==> src/verilog/lcdh_pkg.sv <==
// Functional notes
// - Register select high reaches the data holding register, low the instruction latch.
// - Instruction latch is write-only; its contents never go back to the host.
// - Data written by the host is stored into the selected character or glyph RAM.
// - Setting an address fetches that RAM byte into the data holding register.
// - After a host data write the next RAM location is selected.
// - After a host data read the next location is prefetched into the holding register.
// - Read/write and select decode: instruction write, status read, data write, data read.
// - Busy stays high while any internal operation from a host access runs.
// - Any instruction presented while busy is discarded.
// - Status read drives the busy indicator on data bit 7.
// - Address counter on a status read is meaningless while busy.
// - Address set picks character or glyph RAM, then loads the address counter.
// - Each data write or read steps the counter by one, up or down.
// - Status read with busy low places the address counter on bits 0 to 6.
// - Address counter addresses both RAMs and gives the cursor position.
// - Timing generator makes strobes for host instructions and RAM refresh needs.
// - Host RAM accesses are arbitrated against refresh reads, avoiding display disturbance.
// - Timing generator also makes the transfer signals for expansion segment drivers.
package lcdh_pkg;

    // ****************************************
    // Timing
    // ****************************************
    localparam int CLK_PERIOD_NS = 50;
    localparam int XFER_HIGH_NS = 800;
    localparam int XFER_HIGH_CYC = (XFER_HIGH_NS + CLK_PERIOD_NS - 1) / CLK_PERIOD_NS;
    localparam int GEN_PERIOD_CYC = 2 * XFER_HIGH_CYC;
    localparam int EXEC_NS = 2000;
    localparam int EXEC_CYC = (EXEC_NS + CLK_PERIOD_NS - 1) / CLK_PERIOD_NS;

    localparam int GEN_W = 5;
    localparam int EXEC_W = 6;
    localparam logic [GEN_W-1:0] GEN_LAST = GEN_W'(GEN_PERIOD_CYC - 1);
    localparam logic [GEN_W-1:0] REFRESH_SLOT = 5'h00;
    localparam logic [GEN_W-1:0] HOST_SLOT = GEN_W'(XFER_HIGH_CYC);
    localparam logic [GEN_W-1:0] XFER_HIGH_END = GEN_W'(XFER_HIGH_CYC);
    localparam logic [EXEC_W-1:0] EXEC_LOAD = EXEC_W'(EXEC_CYC - 1);
    localparam logic [EXEC_W-1:0] EXEC_ZERO = 6'h00;

    // ****************************************
    // Widths and instruction fields
    // ****************************************
    localparam int AC_W = 7;
    localparam int DD_DEPTH = 128;
    localparam int CG_DEPTH = 64;
    localparam int CG_AW = 6;
    localparam logic [AC_W-1:0] SCAN_LAST = 7'h4F;
    localparam logic [AC_W-1:0] AC_ONE = 7'h01;
    localparam int BUSY_BIT = 7;
    localparam int DD_SET_BIT = 7;
    localparam logic [1:0] CG_SET_CODE = 2'h1;
    localparam logic [5:0] ENTRY_CODE = 6'h01;
    localparam int DIR_BIT = 1;

    // ****************************************
    // Types
    // ****************************************
    typedef enum logic [1:0] {
        ST_IDLE = 2'b00,
        ST_ARB = 2'b01,
        ST_SETTLE = 2'b10
    } lcdh_fsm_t;

    typedef enum logic [1:0] {
        OP_NONE = 2'b00,
        OP_STORE = 2'b01,
        OP_FETCH = 2'b10
    } lcdh_op_t;

    typedef struct packed {
        logic rs;
        logic rw;
        logic e;
        logic [7:0] db;
    } lcdh_pins_t;

    localparam int PINS_W = $bits(lcdh_pins_t);

    typedef struct packed {
        lcdh_fsm_t fsm;
        lcdh_op_t op;
        logic e_d;
        logic rs_cap;
        logic rw_cap;
        logic [7:0] wdata;
        logic [7:0] ir;
        logic [7:0] dhr;
        logic [AC_W-1:0] ac;
        logic sel_glyph;
        logic dir_up;
        logic busy;
        logic [EXEC_W-1:0] exec_cnt;
        logic [GEN_W-1:0] gen_cnt;
        logic [AC_W-1:0] scan;
        logic [AC_W-1:0] refresh_addr;
        logic [7:0] refresh_char;
        logic xfer_clk;
        logic xfer_load;
        logic [7:0] dout;
        logic doe;
        logic [DD_DEPTH-1:0][7:0] ddram;
        logic [CG_DEPTH-1:0][7:0] cgram;
    } lcdh_state_t;

endpackage

// ****************************************
// Three-stage pin synchroniser with agreement filter
// ****************************************
module lcdh_pin_sync #(
    parameter int W = 1
) (
    // Clock and reset
    input wire logic core_clk,
    input wire logic resetn,
    // Raw and filtered levels
    input wire logic [W-1:0] din,
    output logic [W-1:0] dout
);
    // Stages 1..3 and the accepted level
    logic [3:0][W-1:0] st;
    logic [3:0][W-1:0] next_st;

    // Stage 1 feeds stage 2 only; filter compares stages 2 and 3
    always_comb
    begin
        next_st[0] = din;
        next_st[1] = st[0];
        next_st[2] = st[1];
        next_st[3] = st[3];
        for (int i = 0; i < W; i++)
        begin
            if (st[1][i] == st[2][i])
            begin
                next_st[3][i] = st[2][i];
            end
        end
        if (!resetn)
        begin
            next_st = '0;
        end
    end

    // Register stage
    always_ff @(posedge core_clk)
    begin
        st <= next_st;
    end

    assign dout = st[3];
endmodule

==> src/verilog/lcdh_host_if.sv <==
module lcdh_host_if (
    // Clock and reset
    input wire logic core_clk,
    input wire logic resetn,
    // Host pins
    input wire logic register_select,
    input wire logic read_select,
    input wire logic enable_strobe,
    input wire logic [7:0] host_data_in,
    output logic [7:0] host_data_out,
    output logic host_data_oe,
    // Display side
    output logic [6:0] cursor_addr,
    output logic [6:0] refresh_addr,
    output logic [7:0] refresh_char,
    output logic xfer_clk,
    output logic xfer_load
);

    // ****************************************
    // Pin synchronisation
    // ****************************************
    lcdh_pkg::lcdh_pins_t pin_raw;
    lcdh_pkg::lcdh_pins_t pin;
    logic [lcdh_pkg::PINS_W-1:0] pin_sync;

    // Bundle raw pins
    assign pin_raw = '{rs: register_select, rw: read_select, e: enable_strobe, db: host_data_in};

    lcdh_pin_sync #(
        .W(lcdh_pkg::PINS_W)
    ) u_sync (
        .core_clk(core_clk),
        .resetn(resetn),
        .din(pin_raw),
        .dout(pin_sync)
    );

    assign pin = lcdh_pkg::lcdh_pins_t'(pin_sync);

    // ****************************************
    // State
    // ****************************************
    lcdh_pkg::lcdh_state_t r;
    lcdh_pkg::lcdh_state_t next_r;
    logic ev_fall;
    logic host_slot;
    logic [lcdh_pkg::AC_W-1:0] ac_step;
    logic [7:0] rd_byte;

    // Strobe edge, host slot, counter step and RAM read port
    always_comb
    begin
        ev_fall = r.e_d & ~pin.e;
        host_slot = (r.gen_cnt == lcdh_pkg::HOST_SLOT);
        ac_step = r.dir_up ? (r.ac + lcdh_pkg::AC_ONE) : (r.ac - lcdh_pkg::AC_ONE);
        // Counter addresses both RAMs
        if (r.sel_glyph)
        begin
            rd_byte = r.cgram[r.ac[lcdh_pkg::CG_AW-1:0]];
        end
        else
        begin
            rd_byte = r.ddram[r.ac];
        end
    end

    // ****************************************
    // Next-state logic
    // ****************************************
    always_comb
    begin
        next_r = r;
        next_r.e_d = pin.e;

        // Levels and write data followed while strobe high, frozen at the fall
        if (pin.e)
        begin
            next_r.rs_cap = pin.rs;
            next_r.rw_cap = pin.rw;
            next_r.wdata = pin.db;
        end

        // Read data driven only during a read strobe; latch never readable
        next_r.doe = pin.e & pin.rw;
        if (pin.rs)
        begin
            next_r.dout = r.dhr;
        end
        else
        begin
            // Counter bits shown even while busy; host must ignore them then
            next_r.dout = {r.busy, r.ac};
        end

        // Timing generator: one refresh slot and one host slot per period
        if (r.gen_cnt == lcdh_pkg::GEN_LAST)
        begin
            next_r.gen_cnt = '0;
        end
        else
        begin
            next_r.gen_cnt = r.gen_cnt + 5'h01;
        end
        // Expansion shift clock, high for the first half of each period
        next_r.xfer_clk = (next_r.gen_cnt < lcdh_pkg::XFER_HIGH_END);

        // Refresh read owns its own slot, so host writes never collide with it
        if (r.gen_cnt == lcdh_pkg::REFRESH_SLOT)
        begin
            next_r.refresh_char = r.ddram[r.scan];
            next_r.refresh_addr = r.scan;
            next_r.xfer_load = (r.scan == lcdh_pkg::SCAN_LAST);
            if (r.scan == lcdh_pkg::SCAN_LAST)
            begin
                next_r.scan = '0;
            end
            else
            begin
                next_r.scan = r.scan + lcdh_pkg::AC_ONE;
            end
        end

        // Host access sequencer
        case (r.fsm)
            lcdh_pkg::ST_IDLE:
            begin
                // Only acted on when idle, so accesses during busy are dropped
                if (ev_fall && !r.rw_cap)
                begin
                    next_r.busy = 1'b1;
                    next_r.fsm = lcdh_pkg::ST_SETTLE;
                    next_r.exec_cnt = lcdh_pkg::EXEC_LOAD;
                    if (!r.rs_cap)
                    begin
                        next_r.ir = r.wdata;
                        if (r.wdata[lcdh_pkg::DD_SET_BIT])
                        begin
                            next_r.sel_glyph = 1'b0;
                            next_r.ac = r.wdata[lcdh_pkg::AC_W-1:0];
                            next_r.op = lcdh_pkg::OP_FETCH;
                            next_r.fsm = lcdh_pkg::ST_ARB;
                        end
                        else if (r.wdata[7:6] == lcdh_pkg::CG_SET_CODE)
                        begin
                            next_r.sel_glyph = 1'b1;
                            next_r.ac = {1'b0, r.wdata[lcdh_pkg::CG_AW-1:0]};
                            next_r.op = lcdh_pkg::OP_FETCH;
                            next_r.fsm = lcdh_pkg::ST_ARB;
                        end
                        else if (r.wdata[7:2] == lcdh_pkg::ENTRY_CODE)
                        begin
                            next_r.dir_up = r.wdata[lcdh_pkg::DIR_BIT];
                        end
                    end
                    else
                    begin
                        // Data write: holding register then RAM
                        next_r.dhr = r.wdata;
                        next_r.op = lcdh_pkg::OP_STORE;
                        next_r.fsm = lcdh_pkg::ST_ARB;
                    end
                end
                else if (ev_fall && r.rs_cap && !r.busy)
                begin
                    // Data read done: step and prefetch the next byte
                    next_r.busy = 1'b1;
                    next_r.ac = ac_step;
                    next_r.op = lcdh_pkg::OP_FETCH;
                    next_r.fsm = lcdh_pkg::ST_ARB;
                    next_r.exec_cnt = lcdh_pkg::EXEC_LOAD;
                end
            end
            lcdh_pkg::ST_ARB:
            begin
                // Wait for the host slot; costs up to one generator period of busy
                if (host_slot)
                begin
                    if (r.op == lcdh_pkg::OP_STORE)
                    begin
                        if (r.sel_glyph)
                        begin
                            next_r.cgram[r.ac[lcdh_pkg::CG_AW-1:0]] = r.dhr;
                        end
                        else
                        begin
                            next_r.ddram[r.ac] = r.dhr;
                        end
                        next_r.ac = ac_step;
                    end
                    else
                    begin
                        next_r.dhr = rd_byte;
                    end
                    next_r.op = lcdh_pkg::OP_NONE;
                    next_r.fsm = lcdh_pkg::ST_SETTLE;
                end
            end
            lcdh_pkg::ST_SETTLE:
            begin
                if (r.exec_cnt == lcdh_pkg::EXEC_ZERO)
                begin
                    next_r.busy = 1'b0;
                    next_r.fsm = lcdh_pkg::ST_IDLE;
                end
                else
                begin
                    next_r.exec_cnt = r.exec_cnt - 6'h01;
                end
            end
            default:
            begin
                next_r.fsm = lcdh_pkg::ST_IDLE;
                next_r.busy = 1'b0;
            end
        endcase

        // Synchronous reset, counting upward by default
        if (!resetn)
        begin
            next_r = '0;
            next_r.dir_up = 1'b1;
        end
    end

    // ****************************************
    // State register
    // ****************************************
    always_ff @(posedge core_clk)
    begin
        r <= next_r;
    end

    // Outputs all straight from the state register
    assign host_data_out = r.dout;
    assign host_data_oe = r.doe;
    assign cursor_addr = r.ac;
    assign refresh_addr = r.refresh_addr;
    assign refresh_char = r.refresh_char;
    assign xfer_clk = r.xfer_clk;
    assign xfer_load = r.xfer_load;

    // ****************************************
    // Assertions
    // ****************************************
    localparam int BUSY_MAX_CYC = lcdh_pkg::GEN_PERIOD_CYC + lcdh_pkg::EXEC_CYC + 4;
endmodule

==> config.mk <==
export PLATFORM = sky130hd
export DESIGN_NAME = lcdh_host_if
export DESIGN_NICKNAME = d
export VERILOG_FILES = /design/src/verilog/lcdh_pkg.sv /design/src/verilog/lcdh_host_if.sv
export SDC_FILE = /design/constraint.sdc
export NUM_CORES = 2
export LEC_CHECK = 0
export ABC_AREA = 1
export BUFFER_PORTS_ARGS = -buffer_cell sky130_fd_sc_hd__buf_2
export CAP_MARGIN = 15
export CORE_UTILIZATION = 64
export CTS_BUF_LIST = sky130_fd_sc_hd__clkbuf_16
export DETAILED_ROUTE_END_ITERATION = 8
export PLACE_DENSITY = 0.8
export SYNTH_ARGS = -nofsm -noshare
export SYNTH_HDL_FRONTEND = slang
export SYNTH_HIERARCHICAL = 1
export SYNTH_SLANG_ARGS = --single-unit
export TNS_END_PERCENT = 20
==> constraint.sdc <==
create_clock -name core_clk -period 2.8 [get_ports core_clk]
set_input_delay 0.42 -clock core_clk [delete_from_list [all_inputs] [get_ports core_clk]]
set_output_delay 0.42 -clock core_clk [all_outputs]
set_load 0.005 [all_outputs]
==> results by group <==
Layout
  – Final core utilization: 0.710
  – Commonest non-fill, non-tap cells in the layout: a21oi_1, o21ai_0, inv_1, dfxtp_1, nand2_1
  – Fillers: 10800
  – Multi-input gate area: 39700 um^2
  – Commonest non-fill, non-tap cell in the layout: a21oi_1
  – Final Non-Filler Cells: 13600
  – Layout cells sized above 1: 0.0806
  – Fin nets: 11800
  – Register area: 33200 um^2
  – Area grow syn2layout: 9.63%

Power
  – Leak: 33.6 nW
  – Total power: 59.3 mW
  – Psw: 19.4 mW
  – Combinational power share: 0.214
  – Worst VDD drop: 596 uV
  – Switching portion of total power: 0.327
  – Sequential power share: 0.403
  – Part of the power in the clock network: 0.383
  – PD cells: 643 nW/um^2
  – Pint: 39.9 mW

Run status
  – Failing checks: setup timing
  – Outcome: finished, violations left

Clock tree
  – H-tree depth: 4
  – Clock Path Buffers: 3
  – Clk slew on worst S/H paths: 0.06 ns
  – Clk_lat worst skew: 0.84 ns
  – CTS Buf Count: 172
  – Root Driver: clkbuf_16
  – CTS tree: done
  – Clk sinks: 1657

Min path
  – Hold path cells: 4
  – HP Class: in -> reg
  – Worst Hold End: u_sync/st[6]
  – Hold Crit Start: host_data_in[6]

Logic synthesis
  – Main combinational cell family by area after synthesis: compound AO/OA/AOI/OAI gates
  – Yosys reg bits: 1657
  – Yosys top cell by area: dfxtp_1
  – Yosys top cell area share: 0.394
  – Mean post-synth cell area: 6.91 um^2
  – YS warnings: 6
  – Simple-gate area share of the yosys netlist: 0.139
  – Post-Synthesis Net Count: 12200
  – Largest cells by area after synthesis: dfxtp_1, a21oi_1, o21ai_0
  – Synth Instances: 12200
  – Mux cell area share after synthesis: 0
  – Synth Area in Adders: 0.00187
  – Netlist cell types: 56
  – Synth Area in XOR/XNOR: 0.000520
  – Compound-cell area share of the yosys netlist: 0.328
  – Synthesized area: 84200 um^2
  – Sequential area share after synthesis: 0.394

Critical path
  – Worst setup EP type: flip-flop
  – CP Launch Type: flip-flop
  – Reg2reg end: refresh_char[7]
  – Crit Path Category: reg -> reg
  – Most frequent CP cell: nand3_1
  – Buf/Inv on CP: 3
  – Cells along the critical path: inv_8 -> buf_4 -> a21oi_1 -> o21ai_0 -> o211ai_1 -> nand3_1 -> nand4_1 -> nand3_1 -> nand3_1 -> nand2_1 -> nand3_1 -> nand2_1 -> inv_1
  – Crit path largest cell delay: 0.40 ns
  – R2R Setup Slk: -0.09 ns
  – RR Startpoint: r[1562]
  – Register-to-Register Path Depth: 13
  – Worst Path Required: 3.54 ns
  – WP data arrival: 3.63 ns
  – Crit path max fanout: 34
  – CP top delay family: simple AND/OR/NAND/NOR gates
  – Critical Path Slowest Stage Cell: dfxtp_4

Route
  – Highest metal used: met4
  – Met3 wire len: 39.6 mm
  – DR DRC count: 0
  – DR iter-0 viols: 13300
  – Via count: 86700
  – Post-route ant nets: 0
  – Metal1 wirelength: 112 mm
  – Initial DRT Pass Iterations: 8
  – Average wire per standard cell: 22.2 um
  – Vias/cell: 6.36
  – WL final: 303 mm
  – Met2 WL: 128 mm

Timing
  – WHS: 0.310 ns
  – Final Cycle Share: 1.03
  – Worst-Margin Slew: 0.953 ns
  – Final Setup Violations: 22
  – Count of pins over their slew limit: 0
  – Unrepaired setup endpoints after global routing: yes
  – Final hold violation count: 0
  – F_max: 346 MHz
  – Setup slack after layout: -0.0904 ns
  – Slew headroom: 0.363
  – Clk_skew: 0.0391 ns
  – Final min period: 2.89 ns

Floorplan
  – Cell Rows: 132
  – Core ar.: 130000 um^2
  – Die Ht: 365 um
  – Die Width: 365 um
  – Initial core utilization: 0.648
  – Die ar.: 133000 um^2
  – IO Pins: 46

Global routing
  – Largest net degree at the start of global routing: 175
  – Gr usage total: 0.438
  – GRT Residual Overflow: 0
  – Number of global-route vias before repair: 78300
  – Antenna violations before repair: 4
  – First-pass GRT wire length: 455 mm

Placed design
  – I/O Buffers: 45
  – DP Cell Count: 13300
  – Detailed placement HPWL: 189 mm
  – RD Place Congestion: 1.00
  – Setup Slack @ Placement: -0.245 ns

Job
  – Maxcap violations: 0
[worst max path at each step]
stage	start	endpoint	slack (ns)	cells after the start
after floorplan	cursor_addr[1]	r[1595]	0.80	14
after global placement	cursor_addr[0]	r[1596]	-0.28	16
after detailed placement	cursor_addr[0]	r[1596]	-0.24	16
after CTS	cursor_addr[0]	r[242]	0.000003	9
after global routing	cursor_addr[0]	r[1595]	-0.12	17
final	r[1562]	refresh_char[7]	-0.09	13
[cells in the mapped netlist, drive strengths merged]
library cell,number
o21ai,2677
a21oi,2503
dfxtp,1657
inv,1627
nand2,1365
buf,565
clkbuf,547
nor2,387
nand3,386
nand4,189
o211ai,100
o22ai,60
a22oi,15
nor3,14
a31oi,12
clkinv,12
ha,11
o21a,10
o31ai,9
o2111ai,8
a211oi,5
nor3b,4
a22o,3
and2,3
o221ai,3
or2,3
xor2,3
a221oi,2
and3,2
xnor2,2
a21o,1
fa,1
nand3b,1
nor4,1
o21bai,1
o32ai,1
[through the flow]
stage / area (um^2) / setup TNS, ns
6_report: 92300 / -0.829
5_1_grt: 92300 / -1.01
4_1_cts: 92000 / 0
3_5_place_dp: 86200 / -1.76
3_3_place_gp: 86200 / -0.634
2_1_floorplan: 84200 / 0
[final cells by class]
| class | instances | area share |
|---|---|---|
| clock inverter | 148 | 0.0128 |
| timing repair buffer | 489 | 0.0590 |
| tap | 1742 | 0.0236 |
| inverter | 1639 | 0.0671 |
| antenna | 7 | 0.000190 |
| multi-input combinational | 7782 | 0.431 |
| sequential | 1657 | 0.360 |
| clock buffer | 172 | 0.0466 |
[logic make-up (layout without fill, tap and decap cells)]
logic type | after synthesis | after routing
compound gates | 5410 | 5410
flops | 1657 | 1657
other cells | 0 | 7
xor+xnor | 5 | 5
fa+ha+maj | 12 | 12
buf+inv | 2751 | 2448
simple gates | 2355 | 2355
[per-layer routing]
| metal | vias to the layer above | GRT usage |
|---|---|---|
| met1 | 39500 | 0.558 |
| met3 | 1421 | 0.106 |
| met2 | 5900 | 0.648 |
| met5 | - | 0 |
| li1 | 39900 | - |
| met4 | 0 | 0.314 |
[registers in the layout, indices dropped and copies added, names as in the netlist]
signal         cells
host_data_oe       1
refresh_char       8
r               1580
u_sync/st         33
cursor_addr        7
xfer_load          1
xfer_clk           1
host_data_out      8
refresh_addr       7
u_sync/dout       11
[power groups by stage]
stage / Clock [mW] / Sequential (mW) / Combinational (mW)
global route: 23.7 / 23.9 / 13.1
detailed placement: 0 / 24.4 / 11.7
floorplan: 0 / 24.3 / 7.06
global placement: 0 / 24.4 / 11.6
CTS: 22.7 / 23.9 / 11.9
finish: 22.7 / 23.9 / 12.7
[worst min-delay path, cell delays in order]
cell and delay, ns:
dlygate4sd3_1 0.53, buf_2 0.10, nand2_1 0.04, inv_1 0.04
[what timing repair did]
action,in CTS,in global routing
buffers inserted,0,7
gates cloned,1,3
setup endpoints to repair,38,120
hold endpoints to repair,22,0
hold buffers,17,0
gates resized for setup,14,61
pin swaps,1,6
(Power assumes the default switching activity.)
